File: src/pme_map.vh
// Register map, field positions and reset values for the port event block
// Assumes inclusion by bare name from the design file
`ifndef PME_MAP_VH
`define PME_MAP_VH

// Byte offsets of the APB registers
`define PME_OFS_PENDING 8'h00
`define PME_OFS_MASK 8'h04
`define PME_OFS_SOURCE 8'h08
`define PME_OFS_ACTIVITY 8'h0C
`define PME_OFS_ERR_COUNTS 8'h10
`define PME_OFS_CORRUPT 8'h14
`define PME_OFS_JABBER 8'h18

// Event bit positions in pending and mask registers
`define PME_EV_RUNT 0
`define PME_EV_OVERFLOW 1
`define PME_EV_RX_CRC 2
`define PME_EV_OVERSIZED 3
`define PME_EV_PAUSE_OVF 4
`define PME_EV_PHY_ERR 5
`define PME_EV_TX_CRC 6
`define PME_EV_TX_ONLY_CRC 7
`define PME_EV_TX_UNDERFLOW 8
`define PME_EV_PAUSE_DROP 9
`define PME_EV_FABRIC 10
`define PME_EV_W 11

// Source register bit positions
`define PME_SRC_SERDES 0
`define PME_SRC_PCS 1
`define PME_SRC_MAC 2

// Activity and link status bit positions
`define PME_ACT_SYNC_LOSS 0
`define PME_ACT_REMOTE_FAULT 1
`define PME_ACT_LINK_UP 2
`define PME_ACT_RECEIVING 3
`define PME_ACT_TRANSMITTING 4
`define PME_ACT_W 5

// Error count field positions
`define PME_UNDERFLOW_LSB 0
`define PME_OVERFLOW_LSB 8

// Reset values
`define PME_RST_PENDING 11'h000
`define PME_RST_MASK 11'h7FF
`define PME_RST_ACTIVITY 5'h00

`endif

File: src/pme_event_status.v
// Per-port MAC event bookkeeping: pending events, mask, source summary,
// activity/link latch for the LED machine and CPU, and error counters.
// Assumes event inputs are one-cycle pulses synchronous to sys_clk, level
// inputs are already synchronous, and an APB master drives the bus.
//
// The register addresses and the APB register port were left to the implementer.
`timescale 1ns/1ps
`default_nettype none
`include "pme_map.vh"

module pme_event_status #(
  parameter CNT8_W = 8,
  parameter CNT16_W = 16,
  parameter LEN_W = 16
) (
  input wire sys_clk,
  input wire nrst,
  // APB slave
  input wire psel,
  input wire penable,
  input wire pwrite,
  input wire [7:0] paddr,
  input wire [31:0] pwdata,
  output reg [31:0] prdata,
  output reg pready,
  output reg pslverr,
  // Event sources
  input wire fabric_enable,
  input wire rx_pause_enable,
  input wire tx_underflow_evt,
  input wire tx_crc_err_evt,
  input wire tx_crc_from_rx,
  input wire rx_phy_err_evt,
  input wire pause_overflow_evt,
  input wire rx_crc_err_evt,
  input wire rx_runt_evt,
  input wire rx_frame_start,
  input wire rx_word_lost_evt,
  input wire rx_frame_end,
  input wire [LEN_W-1:0] rx_frame_len,
  input wire rx_frame_crc_bad,
  input wire [LEN_W-1:0] max_frame_length,
  input wire rx_overflow_discard_evt,
  input wire tx_underflow_frame_evt,
  input wire corrupted_frame_evt,
  // Other event registers of the port logic block
  input wire pcs_source_pending,
  input wire serdes_source_pending,
  // Activity and link levels
  input wire tx_active,
  input wire receiving_indication,
  input wire link_up_indication,
  input wire remote_fault_indication,
  input wire sync_loss_indication,
  // LED state machine read port
  input wire led_read,
  output reg [`PME_ACT_W-1:0] led_status,
  // Port interrupt, level
  output reg port_irq
);

////////////////////////////////////////////////////////////////////////////////
// Helpers

function [CNT16_W-1:0] sat_inc;
  input [CNT16_W-1:0] val;
  input [CNT16_W-1:0] top;
  begin
    if (val == top) begin
      sat_inc = val;
    end else begin
      sat_inc = val + {{(CNT16_W-1){1'b0}}, 1'b1};
    end
  end
endfunction

localparam [CNT16_W-1:0] TOP8 = {{(CNT16_W-CNT8_W){1'b0}}, {CNT8_W{1'b1}}};
localparam [CNT16_W-1:0] TOP16 = {CNT16_W{1'b1}};

// APB handshake states
localparam [2:0] ST_IDLE = 3'b001;
localparam [2:0] ST_WAIT = 3'b010;
localparam [2:0] ST_DONE = 3'b100;

////////////////////////////////////////////////////////////////////////////////
// Registers

reg [2:0] state_ff, nxt_state;
reg [`PME_EV_W-1:0] pending_ff, nxt_pending;
reg [`PME_EV_W-1:0] mask_ff, nxt_mask;
reg [`PME_ACT_W-1:0] activity_ff, nxt_activity;
reg [CNT8_W-1:0] ovf_cnt_ff, nxt_ovf_cnt;
reg [CNT8_W-1:0] unf_cnt_ff, nxt_unf_cnt;
reg [CNT16_W-1:0] corrupt_cnt_ff, nxt_corrupt_cnt;
reg [CNT16_W-1:0] jabber_cnt_ff, nxt_jabber_cnt;
reg fab_en_d_ff;
reg pause_en_d_ff;
reg lost_seen_ff, nxt_lost_seen;
reg [31:0] rdata_ff, nxt_rdata;
reg ready_ff, nxt_ready;
reg err_ff, nxt_err;
reg irq_ff, nxt_irq;
reg [`PME_ACT_W-1:0] led_ff, nxt_led;

always @* begin
  prdata = rdata_ff;
  pready = ready_ff;
  pslverr = err_ff;
  port_irq = irq_ff;
  led_status = led_ff;
end

////////////////////////////////////////////////////////////////////////////////
// Event detection

wire fab_fall = fab_en_d_ff & ~fabric_enable;
wire pause_fall = pause_en_d_ff & ~rx_pause_enable;
wire oversized = rx_frame_end & (rx_frame_len > max_frame_length);
wire jabber_evt = oversized & rx_frame_crc_bad;
wire word_lost_first = rx_word_lost_evt & ~lost_seen_ff;

reg [`PME_EV_W-1:0] ev_set;
always @* begin
  ev_set = {`PME_EV_W{1'b0}};
  ev_set[`PME_EV_FABRIC] = fab_fall;
  ev_set[`PME_EV_PAUSE_DROP] = pause_fall;
  ev_set[`PME_EV_TX_UNDERFLOW] = tx_underflow_evt;
  ev_set[`PME_EV_TX_ONLY_CRC] = tx_crc_err_evt & ~tx_crc_from_rx;
  ev_set[`PME_EV_TX_CRC] = tx_crc_err_evt;
  ev_set[`PME_EV_PHY_ERR] = rx_phy_err_evt;
  ev_set[`PME_EV_PAUSE_OVF] = pause_overflow_evt;
  ev_set[`PME_EV_OVERSIZED] = oversized;
  ev_set[`PME_EV_RX_CRC] = rx_crc_err_evt;
  ev_set[`PME_EV_OVERFLOW] = word_lost_first;
  ev_set[`PME_EV_RUNT] = rx_runt_evt;
end

// Once per frame: a new frame start re-arms the overflow flag
always @* begin
  nxt_lost_seen = lost_seen_ff;
  if (rx_frame_start) begin
    nxt_lost_seen = 1'b0;
  end
  if (rx_word_lost_evt) begin
    nxt_lost_seen = 1'b1;
  end
end

reg [`PME_ACT_W-1:0] act_set;
always @* begin
  act_set = {`PME_ACT_W{1'b0}};
  act_set[`PME_ACT_TRANSMITTING] = tx_active;
  act_set[`PME_ACT_RECEIVING] = receiving_indication;
  act_set[`PME_ACT_LINK_UP] = link_up_indication;
  act_set[`PME_ACT_REMOTE_FAULT] = remote_fault_indication;
  act_set[`PME_ACT_SYNC_LOSS] = sync_loss_indication;
end

////////////////////////////////////////////////////////////////////////////////
// APB decode

// Read data is captured one cycle before completion, so the clearing read
// only clears the bits software actually saw; newer events survive.
wire setup_acc = psel & penable & (state_ff == ST_WAIT);
wire complete = psel & penable & (state_ff == ST_DONE);
wire cpu_wr = complete & pwrite;
wire cpu_rd = complete & ~pwrite;
wire hit_pending = (paddr == `PME_OFS_PENDING);
wire hit_mask = (paddr == `PME_OFS_MASK);
wire hit_source = (paddr == `PME_OFS_SOURCE);
wire hit_activity = (paddr == `PME_OFS_ACTIVITY);
wire hit_err = (paddr == `PME_OFS_ERR_COUNTS);
wire hit_corrupt = (paddr == `PME_OFS_CORRUPT);
wire hit_jabber = (paddr == `PME_OFS_JABBER);
wire mapped = hit_pending | hit_mask | hit_source | hit_activity |
  hit_err | hit_corrupt | hit_jabber;

wire [`PME_EV_W-1:0] live_pending = pending_ff & ~mask_ff;
wire mac_source_pending = |live_pending;
wire [2:0] source_vec = {mac_source_pending, pcs_source_pending,
  serdes_source_pending};

always @* begin
  nxt_state = state_ff;
  case (state_ff)
    ST_IDLE: begin
      if (psel & ~penable) begin
        nxt_state = ST_WAIT;
      end
    end
    ST_WAIT: begin
      if (setup_acc) begin
        nxt_state = ST_DONE;
      end else if (~psel) begin
        nxt_state = ST_IDLE;
      end
    end
    ST_DONE: begin
      nxt_state = ST_IDLE;
    end
    default: begin
      nxt_state = ST_IDLE;
    end
  endcase
end

always @* begin
  nxt_ready = 1'b0;
  nxt_err = err_ff;
  nxt_rdata = rdata_ff;
  if (setup_acc) begin
    nxt_ready = 1'b1;
    nxt_err = ~mapped;
    nxt_rdata = 32'h00000000;
    if (~pwrite) begin
      if (hit_pending) begin
        nxt_rdata[`PME_EV_W-1:0] = pending_ff;
      end
      if (hit_mask) begin
        nxt_rdata[`PME_EV_W-1:0] = mask_ff;
      end
      if (hit_source) begin
        nxt_rdata[2:0] = source_vec;
      end
      if (hit_activity) begin
        nxt_rdata[`PME_ACT_W-1:0] = activity_ff;
      end
      if (hit_err) begin
        nxt_rdata[`PME_OVERFLOW_LSB +: CNT8_W] = ovf_cnt_ff;
        nxt_rdata[`PME_UNDERFLOW_LSB +: CNT8_W] = unf_cnt_ff;
      end
      if (hit_corrupt) begin
        nxt_rdata[CNT16_W-1:0] = corrupt_cnt_ff;
      end
      if (hit_jabber) begin
        nxt_rdata[CNT16_W-1:0] = jabber_cnt_ff;
      end
    end
  end else if (complete) begin
    nxt_err = 1'b0;
  end
end

////////////////////////////////////////////////////////////////////////////////
// Pending events and mask

reg [`PME_EV_W-1:0] pend_clr;
always @* begin
  pend_clr = {`PME_EV_W{1'b0}};
  if (cpu_rd & hit_pending) begin
    pend_clr = rdata_ff[`PME_EV_W-1:0];
  end
  if (cpu_wr & hit_pending) begin
    pend_clr = pwdata[`PME_EV_W-1:0];
  end
  nxt_pending = (pending_ff & ~pend_clr) | ev_set;
  nxt_mask = mask_ff;
  if (cpu_wr & hit_mask) begin
    nxt_mask = pwdata[`PME_EV_W-1:0];
  end
  // Only MAC, PCS and SERDES sources reach the interrupt
  nxt_irq = |{(nxt_pending & ~nxt_mask), pcs_source_pending,
    serdes_source_pending};
end

////////////////////////////////////////////////////////////////////////////////
// Activity and link status

// The LED machine takes the whole register; the CPU clears what it read.
reg [`PME_ACT_W-1:0] act_clr;
always @* begin
  act_clr = {`PME_ACT_W{1'b0}};
  nxt_led = led_ff;
  if (led_read) begin
    act_clr = activity_ff;
    nxt_led = activity_ff;
  end
  if (cpu_rd & hit_activity) begin
    act_clr = act_clr | rdata_ff[`PME_ACT_W-1:0];
  end
  nxt_activity = (activity_ff & ~act_clr) | act_set;
end

////////////////////////////////////////////////////////////////////////////////
// Error counters

// Counters saturate rather than wrap, so a large count never reads as small
reg [CNT16_W-1:0] ovf_inc;
reg [CNT16_W-1:0] unf_inc;
always @* begin
  ovf_inc = sat_inc({{(CNT16_W-CNT8_W){1'b0}}, ovf_cnt_ff}, TOP8);
  unf_inc = sat_inc({{(CNT16_W-CNT8_W){1'b0}}, unf_cnt_ff}, TOP8);
  nxt_ovf_cnt = ovf_cnt_ff;
  nxt_unf_cnt = unf_cnt_ff;
  nxt_corrupt_cnt = corrupt_cnt_ff;
  nxt_jabber_cnt = jabber_cnt_ff;
  if (rx_overflow_discard_evt) begin
    nxt_ovf_cnt = ovf_inc[CNT8_W-1:0];
  end
  if (tx_underflow_frame_evt) begin
    nxt_unf_cnt = unf_inc[CNT8_W-1:0];
  end
  if (corrupted_frame_evt) begin
    nxt_corrupt_cnt = sat_inc(corrupt_cnt_ff, TOP16);
  end
  if (cpu_wr & hit_jabber) begin
    nxt_jabber_cnt = {CNT16_W{1'b0}};
  end
  if (jabber_evt) begin
    nxt_jabber_cnt = sat_inc(nxt_jabber_cnt, TOP16);
  end
end

////////////////////////////////////////////////////////////////////////////////
// State update

always @(posedge sys_clk) begin
  if (!nrst) begin
    state_ff <= ST_IDLE;
    pending_ff <= `PME_RST_PENDING;
    mask_ff <= `PME_RST_MASK;
    activity_ff <= `PME_RST_ACTIVITY;
    ovf_cnt_ff <= {CNT8_W{1'b0}};
    unf_cnt_ff <= {CNT8_W{1'b0}};
    corrupt_cnt_ff <= {CNT16_W{1'b0}};
    jabber_cnt_ff <= {CNT16_W{1'b0}};
    fab_en_d_ff <= 1'b0;
    pause_en_d_ff <= 1'b0;
    lost_seen_ff <= 1'b0;
    rdata_ff <= 32'h00000000;
    ready_ff <= 1'b0;
    err_ff <= 1'b0;
    irq_ff <= 1'b0;
    led_ff <= `PME_RST_ACTIVITY;
  end else begin
    state_ff <= nxt_state;
    pending_ff <= nxt_pending;
    mask_ff <= nxt_mask;
    activity_ff <= nxt_activity;
    ovf_cnt_ff <= nxt_ovf_cnt;
    unf_cnt_ff <= nxt_unf_cnt;
    corrupt_cnt_ff <= nxt_corrupt_cnt;
    jabber_cnt_ff <= nxt_jabber_cnt;
    fab_en_d_ff <= fabric_enable;
    pause_en_d_ff <= rx_pause_enable;
    lost_seen_ff <= nxt_lost_seen;
    rdata_ff <= nxt_rdata;
    ready_ff <= nxt_ready;
    err_ff <= nxt_err;
    irq_ff <= nxt_irq;
    led_ff <= nxt_led;
  end
end

endmodule // pme_event_status

`default_nettype wire

File: config.mk
export PLATFORM = sky130hd
export DESIGN_NAME = pme_event_status
export DESIGN_NICKNAME = d
export VERILOG_FILES = /design/src/pme_event_status.v
export VERILOG_INCLUDE_DIRS = /design/src
export SDC_FILE = /design/constraint.sdc
export NUM_CORES = 1
export LEC_CHECK = 0
export BUFFER_PORTS_ARGS = -buffer_cell sky130_fd_sc_hd__clkbuf_2
export CAP_MARGIN = 30
export CORE_MARGIN = 2
export CORE_UTILIZATION = 40
export CTS_BUF_LIST = sky130_fd_sc_hd__clkbuf_2
export DETAILED_ROUTE_END_ITERATION = 8
export GPL_TIMING_DRIVEN = 1
export HOLD_SLACK_MARGIN = 0.12
export PLACE_DENSITY = 0.66
export SLEW_MARGIN = 25
export SYNTH_ARGS = -nofsm -noshare
export SYNTH_HDL_FRONTEND = slang
export SYNTH_SLANG_ARGS = --single-unit
File: constraint.sdc
create_clock -name sys_clk -period 3.1 [get_ports sys_clk]
set_input_delay 0.465 -clock sys_clk [delete_from_list [all_inputs] [get_ports sys_clk]]
set_output_delay 0.465 -clock sys_clk [all_outputs]
set_load 0.05 [all_outputs]
==> results.md, run 1 <==
Synth:
- The count of flip-flops with a built-in enable after synthesis is 0.
- For this run, the number of Yosys warnings is 0.
- The area fraction of the dominant cell type after synthesis is 0.369.
- Of the synthesized area, sequential elements account for 0.369.
- The share of synthesized registers carrying an async set or reset is 0.
- The count of mapped cells out of synthesis is 679.
- The count of state elements after synthesis is 105.
- Summed over all instances, the cell type with the most area after synthesis is dfxtp_1.
- Yosys attributes the largest share of cell area to dfxtp_1, a21oi_1, ha_1.
- The synthesized area per cell is 8.38 µm².
- Counting instances in the post-synthesis netlist gives the leading cell types as dfxtp_1, nand2_1, nor2_1.
- The primary flip-flop cell chosen by synthesis mapping is dfxtp_1.
- The cell area that synthesis handed to floorplanning was 5690 µm².
- The most frequent cell after synthesis is dfxtp_1.
- The synthesized netlist contains 68 unique library cells.

Worst hold path:
- Counting instances, the worst hold path has a depth of 3.
- The worst hold path belongs to the class in -> reg.
- The startpoint identified for the worst hold timing path is tx_crc_err_evt.
- The endpoint with the worst hold slack is pending_ff[6]$_SDFF_PN0_.

Routing:
- In the routed layout, each cell is associated on average with a via count of 5.55.
- The number of detailed-route iterations in the first pass is 6.
- The number of nets still failing antenna checks after routing is 0.
- In the routed design, unresolved DRC markers number 0.
- After detailed routing, the average wire length per cell comes to 16.5 µm.
- The total detailed-routing wirelength is 16.7 mm.
- Summing over every cut layer, the via total after detailed routing is 5596.
- For this block, the initial DRC count from the detailed router was 519.

Placement:
- The number of port buffers is 103.
- The pre-CTS setup slack is -0.0137 ns.
- Detailed placement finished with a half-perimeter wire length of 12.5 mm.
- The global placement routability congestion is 0.992.
- Once placement finished, the instance area stood at 6490 µm².

Power and ir drop:
- The worst supply voltage drop on vdd is 0.194 mV.
- The static leakage is 2.83 nW.
- Total power for the finished layout comes to 2.52 mW.
- The power density relative to cell area is 367 nW/µm².

Floorplan:
- The number of rows in the core area is 43.
- The die is 123 µm wide.
- The height of the die is 123 µm.
- The area of the core is 13900 µm².
- For this design the top-level I/O count stands at 141.
- The floorplan step defined a die boundary enclosing 15200 µm².
- The initial cell density of the core is 0.410.

Setup path:
- Counting stages on the worst path, the most repeated cell is and3_1.
- The endpoint identified for the worst register-to-register timing path is jabber_cnt_ff[3]$_SDFF_PN0_.
- STA classifies the critical path endpoint as a flop.
- The peak fanout along the critical path is 10.
- The combined buffer and inverter count along the critical path is 0.
- In this run the critical register-to-register path is launched from state_ff[0]$_SDFFE_PN1P_.
- The data arrival time of the critical path is 3.44 ns.
- The worst setup path is launched from a flop.
- At the worst endpoint, the required time is 3.66 ns.
- The family with the most delay on the worst path is simple AND/OR/NAND/NOR gates.
- The category of the most critical setup path is reg -> reg.
- The cell with the largest stage delay on the worst path is or4_1.
- For the worst flop-to-flop path, the logic depth is 10.
- The register-to-register path setup slack is 0.21 ns.
- For this run, the slowest stage of the critical path takes 0.52 ns.
- Walking the worst path, the cells encountered are nand3b_1 > nor2_1 > nand2_1 > and2_1 > ha_1 > and3_1 > o211a_1 > and3_1 > or4_1 > mux2i_1.

Timing:
- The final-layout worst hold slack is 0.145 ns.
- After layout, the worst setup slack is 0.213 ns.
- Dividing the final minimum period by the clock period gives 0.931.
- The hold violation count in the final report was 0.
- Counting I/O delays and the setup requirement, the final critical path takes 2.89 ns.
- Setup repair after global routing left no endpoint under its margin.
- The worst pin sits at a relative slew slack of 0.435.
- Adding up every negative setup slack in the final design gives 0 ns.
- The count of final setup violators is 0.
- The slew at the pin with the worst max-slew slack is 0.847 ns.
- Derived from the worst setup path, the maximum achievable clock frequency is 346 MHz.
- The setup skew after layout is 0.0401 ns.
- The final-report max-slew violation count is 0.

Layout:
- The signed area change from the synthesized netlist to the final layout is 20.9%.
- The count of fill cells added during filler insertion is 1358.
- The number of nets in the layout is 944.
- The post-layout instance area is 6880 µm².
- The area occupied by multi-input gates is 3270 µm².
- In the final layout, flip-flops and latches occupy 2100 µm².
- The fraction of final layout cells sized beyond drive strength 1 is 0.210.

Global route:
- For this run the aggregate overflow at the end of global routing stands at 0.
- Across every metal layer, demand over resource in global routing totals 0.220.
- The first global-routing pass estimated 25.7 mm of wire.
- The maximum number of pins on one net before global-route repair is 59.
- The number of global-route vias before repair came to 5144.
- The number of antenna violations at the first check in global routing is 1.

Clock tree:
- The clock transition at the registers of the reported paths is 0.29 ns.
- The later pin in the worst-skew pair is clocked with a latency of 0.66 ns.
- Clock tree synthesis selected as its root buffer the cell clkbuf_2.
- The H-tree depth is 3.
- The tree built by TritonCTS fans out to 105 sinks.
- The TritonCTS clock tree is done.
- The clock buffer count from CTS is 9.
- The maximum number of buffers from clock root to sink is 2.

Flow run:
- The reported max-cap violation count is 0.

Outcome:
- The run finished with clean final reports.
-- worst reg2reg max path: cells and delay by family (launching register included) --
kind	cells	cell delay [ns]
flip-flops	1	0.44
AO/OA/AOI/OAI	1	0.14
multiplexers	1	0.13
adder cells (fa/ha/maj)	1	0.21
AND/OR/NAND/NOR	7	1.87
-- power breakdown --
group          internal (mW)  switching (mW)  leakage, nW  total (mW)
clock network          0.274           0.485       0.0829       0.759
registers               1.39          0.0308        0.854        1.42
logic                  0.139           0.208         1.90       0.348
total                   1.80           0.724         2.83        2.52
-- sequential cells by signal, summed over array words and instances, names as in the netlist --
register	count
pready	1
prdata	16
mask_ff	11
pslverr	1
corrupt_cnt_ff	16
pause_en_d_ff	1
lost_seen_ff	1
unf_cnt_ff	8
jabber_cnt_ff	16
ovf_cnt_ff	8
state_ff	3
port_irq	1
led_status	5
pending_ff	11
fab_en_d_ff	1
activity_ff	5
-- through the flow --
stage | cells | utilization
6_report | 1009 | 0.496
5_1_grt | 1009 | 0.496
4_1_cts | 1008 | 0.496
3_5_place_dp | 967 | 0.468
3_3_place_gp | 967 | 0.468
2_1_floorplan | 694 | -
-- layout make-up --
cell class / instances / share of cell area
Antenna cell: 1 / 0.000364
Clock buffer: 10 / 0.00727
Clock inverter: 6 / 0.0131
Inverter: 40 / 0.0218
Multi-Input combinational cell: 509 / 0.475
Sequential cell: 105 / 0.305
Tap cell: 180 / 0.0327
Timing Repair Buffer: 158 / 0.144
-- routing by layer --
layer,up-vias,track usage,wire (µm),share of wire
li1,2752,-,-,-
met1,2550,0.282,7180,0.43
met2,262,0.357,7660,0.46
met3,32,0.0378,1310,0.078
met4,0,0.109,504,0.030
met5,-,0,0,0
-- kinds of logic (layout without fill, tap and decap cells) --
logic type               after synthesis  after routing  synth area share
multiplexers                          27             27            0.0481
other                                  1             17          0.000659
buffers and inverters                 80            214            0.0659
XOR/XNOR                              25             25            0.0385
adder cells (fa/ha/maj)               20             20            0.0440
AO/OA/AOI/OAI                        166            166             0.198
flip-flops                           105            105             0.369
AND/OR/NAND/NOR                      255            255             0.235
-- cells in the final DEF (no fill, tap or decap), types with 8 or more instances in the layout --
master         instances
nand2b_1               8
dfxtp_1              105
conb_1                16
o21ai_0               24
nand2_1               65
mux2i_1               24
inv_1                 39
a21oi_1               50
or3_1                  9
xnor2_1               20
and3_1                10
a222oi_1              15
nor2_1                56
nand4_1               15
and2_1                 9
buf_4                 30
o31ai_1                8
nand3_1               25
ha_1                  20
nor3_1                19
dlygate4sd3_1         25
a21o_1                 9
a22oi_1                8
clkbuf_2             113
-- repair_timing --
action                                 4_1_cts  5_1_grt
hold buffers                                25        0
resized for setup                            0        0
buffers inserted                             0        0
endpoints found under the hold margin       23        0
-- how the worst max path moves through the flow --
stage / startpoint / endpoint / slack, ns / cells past startpoint
6_report: state_ff[0]$_SDFFE_PN1P_ / jabber_cnt_ff[3]$_SDFF_PN0_ / 0.21 / 10
3_5_place_dp: paddr[5] / jabber_cnt_ff[3]$_SDFF_PN0_ / -0.01 / 11
5_1_grt: state_ff[0]$_SDFFE_PN1P_ / jabber_cnt_ff[13]$_SDFF_PN0_ / 0.09 / 10
2_1_floorplan: paddr[5] / jabber_cnt_ff[10]$_SDFF_PN0_ / 0.15 / 11
4_1_cts: state_ff[0]$_SDFFE_PN1P_ / jabber_cnt_ff[3]$_SDFF_PN0_ / 0.30 / 10
3_3_place_gp: paddr[5] / jabber_cnt_ff[3]$_SDFF_PN0_ / 0.03 / 11
No activity file was read; power rests on OpenSTA's default activity.
==> inputs of run 2 (changes only) <==
--- a/config.mk
+++ b/config.mk
@@ -14,7 +14,7 @@
 export DETAILED_ROUTE_END_ITERATION = 8
 export GPL_TIMING_DRIVEN = 1
 export HOLD_SLACK_MARGIN = 0.12
-export PLACE_DENSITY = 0.66
+export PLACE_DENSITY = 0.64
 export SLEW_MARGIN = 25
 export SYNTH_ARGS = -nofsm -noshare
 export SYNTH_HDL_FRONTEND = slang
==> constraint.sdc (replaced) <==
create_clock -name sys_clk -period 3.6 [get_ports sys_clk]
set_input_delay 0.54 -clock sys_clk [delete_from_list [all_inputs] [get_ports sys_clk]]
set_output_delay 0.54 -clock sys_clk [all_outputs]
set_load 0.05 [all_outputs]
==> results.md, run 2 (same netlist as run 1, synthesis figures left out) <==
Outcome:
- The run finished with clean final reports.

Clock tree:
- In this run, CTS created clock tree buffers numbering 9.
- The H-tree depth is 3.
- The clock latency of the later-clocked register in the worst-skew pair is 0.60 ns.
- TritonCTS built the clock tree.
- The clock transition at the registers of the reported paths is 0.28 ns.
- The clock passes through at most 2 buffers.
- The tree built by TritonCTS fans out to 105 sinks.
- The clock root buffer master is clkbuf_2.

Layout:
- The library cells used most frequently in the layout, excluding fill and tap cells, are clkbuf_2, dfxtp_1, nand2_1, nor2_1, a21oi_1.
- The fraction of final layout cells sized beyond drive strength 1 is 0.197.
- The area growth from synthesis to layout is 14.2%.
- The most common library cell in the layout ignoring fill and taps is clkbuf_2.
- The filler cells instantiated in the layout total 1404.
- The number of nets in the layout is 902.

Floorplan:
- The boundary pin count is 141.
- The height of the die is 123 µm.
- The initial utilization of the core area, before any placement, comes to 0.410.
- The core region is 13900 µm².
- The die covers 15200 µm².
- The floorplan has 43 rows.
- The die boundary width is 123 µm.

Timing:
- The share of the cycle needed by the critical path after routing is 0.892.
- The final-report max-slew violation count is 0.
- The relative slew slack is 0.362.
- The count of final setup violators is 0.
- The hold violation count in the final report was 0.
- Summed over all failing endpoints, the final setup total negative slack is 0 ns.
- For the finished layout, the period the worst path requires is 3.21 ns.
- For the pin with the worst max-slew slack, the measured transition is 0.945 ns.
- Derived from the worst setup path, the maximum achievable clock frequency is 311 MHz.
- The clock arrives with 0.0290 ns of skew.
- Setup repair after global routing left no endpoint under its margin.
- The final-layout worst hold slack is 0.145 ns.

Power and ir drop:
- The design draws 2.12 mW.
- The power density relative to cell area is 326 nW/µm².
- The worst supply voltage drop on vdd is 0.121 mV.
- The analysis attributes to cell leakage a power of 2.64 nW.

Setup path:
- The worst setup path is captured at a flop.
- The type of element launching the critical path is a flop.
- The category of the most critical setup path is reg -> reg.
- Of all nets on the critical path, the largest fanout is 12.
- The startpoint identified for the worst register-to-register timing path is state_ff[1]$_SDFFE_PN0P_.
- The required time reported for the critical path endpoint is 4.14 ns.
- The worst register-to-register path has a setup slack of 0.39 ns.
- The worst register-to-register path ends at jabber_cnt_ff[3]$_SDFF_PN0_.
- For the worst flop-to-flop path, the logic depth is 10.
- The data arrival time of the critical path is 3.75 ns.

Routing:
- In the final routed layout, each cell accounts on average for 17.0 µm.
- The count of nets left with antenna violations once routing finished came out at 0.
- After detailed routing, the number of vias per cell comes to 5.72.
- The total via count after detailed routing is 5529.
- The number of detailed-route iterations in the first pass is 8.
- The post-detailed-route DRC marker count is 0.
- The total detailed-routing wirelength is 16.4 mm.
- The initial detailed-routing violation count is 534.

Global route:
- The total routing usage reported by global routing is 0.213.
- The number of global-route vias before repair is 5036.
- The first global-routing pass estimated 25.2 mm of wire.
- The number of antenna violations at the first check in global routing is 1.
- The maximum number of pins on one net before global-route repair is 60.
- For this run the aggregate overflow at the end of global routing stands at 0.

Worst hold path:
- The class of the tightest hold or removal check is in -> reg.
- The endpoint with the worst hold slack is fab_en_d_ff$_SDFF_PN0_.
- The worst hold path was traced through 2 stages.
- The worst hold path begins at fabric_enable.

Placement:
- The global placement routability congestion is 0.929.
- The half-perimeter wire length after detailed placement is 12.6 mm.
- In this run the tool buffered the top-level ports with 103 buffer cells.

Flow run:
- Across the run, the number of max-cap violations was 0.
run 2: cell count changes in the layout (fill, tap and decap cells not counted), sizes merged:
cell / change
dlygate4sd3: -24
buf: -18
clkinv: +2
clkinvlp: -1
inv: -1
run 2: timing repair:
item	4_1_cts	5_1_grt
buffers inserted	0	0
hold endpoints to repair	1	0
hold buffers	1	0
gates resized for setup	0	0
run 2: area by class of cell:
class / instances / area [µm²] / area share
Antenna cell: 1 / 2.50 / 0.000385
Clock buffer: 10 / 50.0 / 0.00770
Clock inverter: 6 / 82.6 / 0.0127
Inverter: 40 / 150 / 0.0231
Multi-Input combinational cell: 509 / 3270 / 0.503
Sequential cell: 105 / 2100 / 0.323
Tap cell: 180 / 225 / 0.0346
Timing Repair Buffer: 116 / 616 / 0.0947
run 2: power by group:
| group | leakage [nW] | switching [mW] | internal [mW] | total, mW |
|---|---|---|---|---|
| Clock | 0.0833 | 0.394 | 0.229 | 0.624 |
| Sequential | 0.854 | 0.0261 | 1.19 | 1.22 |
| Combinational | 1.70 | 0.175 | 0.0979 | 0.273 |
| Total | 2.64 | 0.595 | 1.52 | 2.12 |
run 2: metal layers:
metal | global-route usage | routed length [µm] | up-vias
met5 | 0 | 0 | -
met4 | 0.103 | 534 | 0
met3 | 0.0291 | 1220 | 32
met2 | 0.350 | 7470 | 238
met1 | 0.275 | 7210 | 2602
li1 | - | - | 2657
run 2: how the worst max path moves through the flow:
stage	cells after the start	startpoint	endpoint	slack [ns]
2_1_floorplan	11	paddr[5]	jabber_cnt_ff[10]$_SDFF_PN0_	0.58
3_3_place_gp	11	paddr[5]	jabber_cnt_ff[3]$_SDFF_PN0_	0.28
3_5_place_dp	11	paddr[5]	jabber_cnt_ff[3]$_SDFF_PN0_	0.20
4_1_cts	10	state_ff[1]$_SDFFE_PN0P_	jabber_cnt_ff[3]$_SDFF_PN0_	0.44
5_1_grt	10	state_ff[1]$_SDFFE_PN0P_	jabber_cnt_ff[8]$_SDFF_PN0_	0.20
6_report	10	state_ff[1]$_SDFFE_PN0P_	jabber_cnt_ff[3]$_SDFF_PN0_	0.39
run 2: through the flow:
stage	instance area, µm²	cells	setup slack, ns	util
finish	6500	967	0.387	0.468
detailed placement	6350	949	0.202	0.458
CTS	6500	966	0.445	0.468
global route	6500	967	0.201	0.468
floorplan	5750	694	0.579	-
global placement	6350	949	0.279	0.458
run 2: critical path: stages, from the launching register on:
cell      delay, ns
dfxtp_1        0.43
nand3b_1       0.27
nor2_1         0.44
nand2_1        0.14
and2_1         0.20
ha_1           0.22
and3_1         0.23
o211a_1        0.18
and3_1         0.32
or4_1          0.53
mux2i_1        0.18
==> inputs of run 3 (changes only) <==
==> constraint.sdc (replaced) <==
create_clock -name sys_clk -period 3.2 [get_ports sys_clk]
set_input_delay 0.48 -clock sys_clk [delete_from_list [all_inputs] [get_ports sys_clk]]
set_output_delay 0.48 -clock sys_clk [all_outputs]
set_load 0.05 [all_outputs]
==> results.md, run 3 (same netlist as run 1, synthesis figures left out) <==
Timing:
- The share of the cycle needed by the critical path after routing is 0.918.
- For the final database, setup skew stands at 0.0313 ns.
- Setup repair after global routing left no endpoint under its margin.
- Setup violations remaining at the end of the flow were counted as 0.
- The highest clock rate is 340 MHz.
- The relative slew slack is 0.408.
- The slew at the pin with the worst max-slew slack is 0.877 ns.
- The hold violation count in the final report is 0.
- The worst path meets setup with 0.261 ns of slack.
- The worst path in the final design needs a cycle of 2.94 ns, including I/O delays and setup.
- The final-report max-slew violation count is 0.
- Adding up every negative setup slack in the final design gives 0 ns.
- The final-layout worst hold slack is 0.183 ns.

Layout:
- Once layout is complete, the utilization of the core stands at 0.486.
- The signed area change from the synthesized netlist to the final layout is 18.5%.
- Fill cells in the final layout number 1352.
- For this run, the post-layout net count is 929.
- Summing all flip-flop and latch instances after layout gives 2100 µm².
- The area occupied by multi-input gates is 3270 µm².
- The top cell types in the final layout, fill and taps aside, are clkbuf_2, dfxtp_1, nand2_1, nor2_1, a21oi_1.
- The finished cells cover 6750 µm².
- The most common library cell in the layout ignoring fill and taps is clkbuf_2.
- The fraction of final layout cells sized beyond drive strength 1 is 0.203.

Routing:
- In the routed design, unresolved DRC markers number 0.
- The initial detailed-routing violation count is 517.
- For this block, the routed nets add up to 16.7 mm of wire.
- The count of nets left with antenna violations once routing finished came out at 0.
- The number of detailed-route iterations in the first pass is 6.
- The routed layout has 5674 vias.
- The via density per instance is 5.71.
- The average wire per standard cell is 16.8 µm.

Power and ir drop:
- Of the total power, registers draw 0.570.
- The portion of total power attributed to combinational logic is 0.137.
- The worst supply voltage drop on vdd is 0.173 mV.
- The net load switching power is 675 µW.
- The static leakage is 2.76 nW.
- For this design the ratio of total power to cell area is 357 nW/µm².
- The share of total power dissipated in the clock network is 0.293.
- Of the total power, the share spent switching nets is 0.280.
- The internal portion of the total power is 1.73 mW.

Global route:
- The number of antenna violations at the first check in global routing is 1.
- The final global-route overflow total is 0.
- The maximum number of pins on one net before global-route repair is 60.
- The number of global-route vias before repair is 5109.
- The total routing usage reported by global routing is 0.219.
- The first global-routing pass estimated 25.7 mm of wire.

Placement:
- The congestion estimate from routability-driven global placement came to 0.967.
- Timing analysis after detailed placement gives a worst setup slack of 0.0206 ns.
- In this run the tool buffered the top-level ports with 103 buffer cells.
- The half-perimeter wire length after detailed placement is 12.7 mm.
- After detailed placement, the total cell area comes to 6420 µm².

Clock tree:
- After clock tree synthesis, the setup repair step added 0 buffers.
- TritonCTS built the clock tree.
- The maximum number of buffers from clock root to sink is 2.
- The clock buffer count from CTS is 9.
- For the worst-skew pair, the clock arrives at the later sink with an insertion delay of 0.60 ns.
- In this run the number of H-tree levels came out at 3.
- Clock tree synthesis selected as its root buffer the cell clkbuf_2.
- CTS saw 105 sinks.
- The clock transition at the registers of the reported paths is 0.28 ns.

Setup path:
- The data arrival time of the critical path is 3.47 ns.
- The worst setup path is of the in -> reg kind.
- The most numerous cell on the critical path is o2111ai_1.
- STA classifies the critical path endpoint as a flop.
- The end point of the critical path is jabber_cnt_ff[13]$_SDFF_PN0_.
- The endpoint identified for the worst register-to-register timing path is jabber_cnt_ff[13]$_SDFF_PN0_.
- In this run the worst path has a maximum fanout of 8.
- The launch instance of the worst register-to-register path is state_ff[1]$_SDFFE_PN0P_.
- The worst setup path is launched from a primary input.
- The register-to-register path setup slack is 0.32 ns.
- The largest incremental delay on the critical path is 0.55 ns.
- The cell with the largest stage delay on the worst path is or4_1.
- The launch point of the worst path is penable.
- STA puts the critical path data required time at 3.73 ns.
- The number of cells on the worst reg-to-reg path is 10.
- Walking the worst path, the cells encountered are dlygate4sd3_1 > clkbuf_2 > nand3b_1 > nor2_2 > nand2_1 > and2_1 > ha_1 > and3_1 > o2111ai_1 > o2111ai_1 > or4_1 > a21oi_1.

Worst hold path:
- The class of the tightest hold or removal check is in -> reg.

Floorplan:
- The boundary pin count is 141.
- In this run the horizontal extent of the chip is 123 µm.
- The initial cell density of the core is 0.410.
- The core region is 13900 µm².
- The floorplan has 43 rows.
- The overall die area is 15200 µm².
- The height of the die is 123 µm.

Outcome:
- The run finished with clean final reports.

Flow run:
- Max-cap violations in this run came to 0.
[run 3: power by group through the flow]
stage               sequential, mW  combinational, mW  clock [mW]
floorplan                     1.40              0.201           0
global placement              1.39              0.296           0
detailed placement            1.40              0.308           0
CTS                           1.37              0.328       0.716
global route                  1.38              0.360       0.759
finish                        1.37              0.329       0.707
[run 3: critical path: cells and delay by family]
family / cells / cell delay (ns)
adders and majority gates: 1 / 0.23
buffers and inverters: 2 / 0.69
AOI/OAI and AO/OA: 3 / 0.58
and+or+nand+nor: 6 / 1.48
[run 3: worst min path at each step]
stage          slack, ns  cells after the start                        end                 startpoint
2_1_floorplan       0.45                      2  lost_seen_ff$_SDFFE_PN0P_  lost_seen_ff$_SDFFE_PN0P_
3_3_place_gp        0.45                      2    prdata[15]$_SDFFE_PN0P_    prdata[15]$_SDFFE_PN0P_
3_5_place_dp        0.45                      2    prdata[15]$_SDFFE_PN0P_    prdata[15]$_SDFFE_PN0P_
4_1_cts             0.15                      3   pending_ff[4]$_SDFF_PN0_         pause_overflow_evt
5_1_grt             0.17                      3      mask_ff[9]$_SDFF_PN1_                  pwdata[9]
6_report            0.18                      3   pending_ff[4]$_SDFF_PN0_         pause_overflow_evt
[run 3: final cells by class]
type	count	share of cell area
repair buffers	143	0.128
well taps	180	0.0334
multi-input cells	509	0.485
clock buffers	11	0.00816
flip-flops and latches	105	0.311
diodes	1	0.000371
clock inverters	4	0.0113
inverters	40	0.0222
[run 3: routing by layer]
metal | share of wire | wire length [µm] | track usage
met2 | 0.46 | 7710 | 0.355
met1 | 0.43 | 7090 | 0.286
met5 | 0 | 0 | 0
met4 | 0.040 | 659 | 0.109
met3 | 0.073 | 1220 | 0.0318
[run 3: stage by stage]
stage          total power [mW]  cells
5_1_grt                    2.50    993
6_report                   2.41    993
2_1_floorplan              1.60    694
3_3_place_gp               1.69    958
3_5_place_dp               1.70    958
4_1_cts                    2.42    992
[run 3: what timing repair did]
action | in CTS | in global routing
hold endpoints to repair | 18 | 0
gates resized for setup | 0 | 1
hold buffers | 19 | 0
endpoints found under the setup margin | 0 | 4
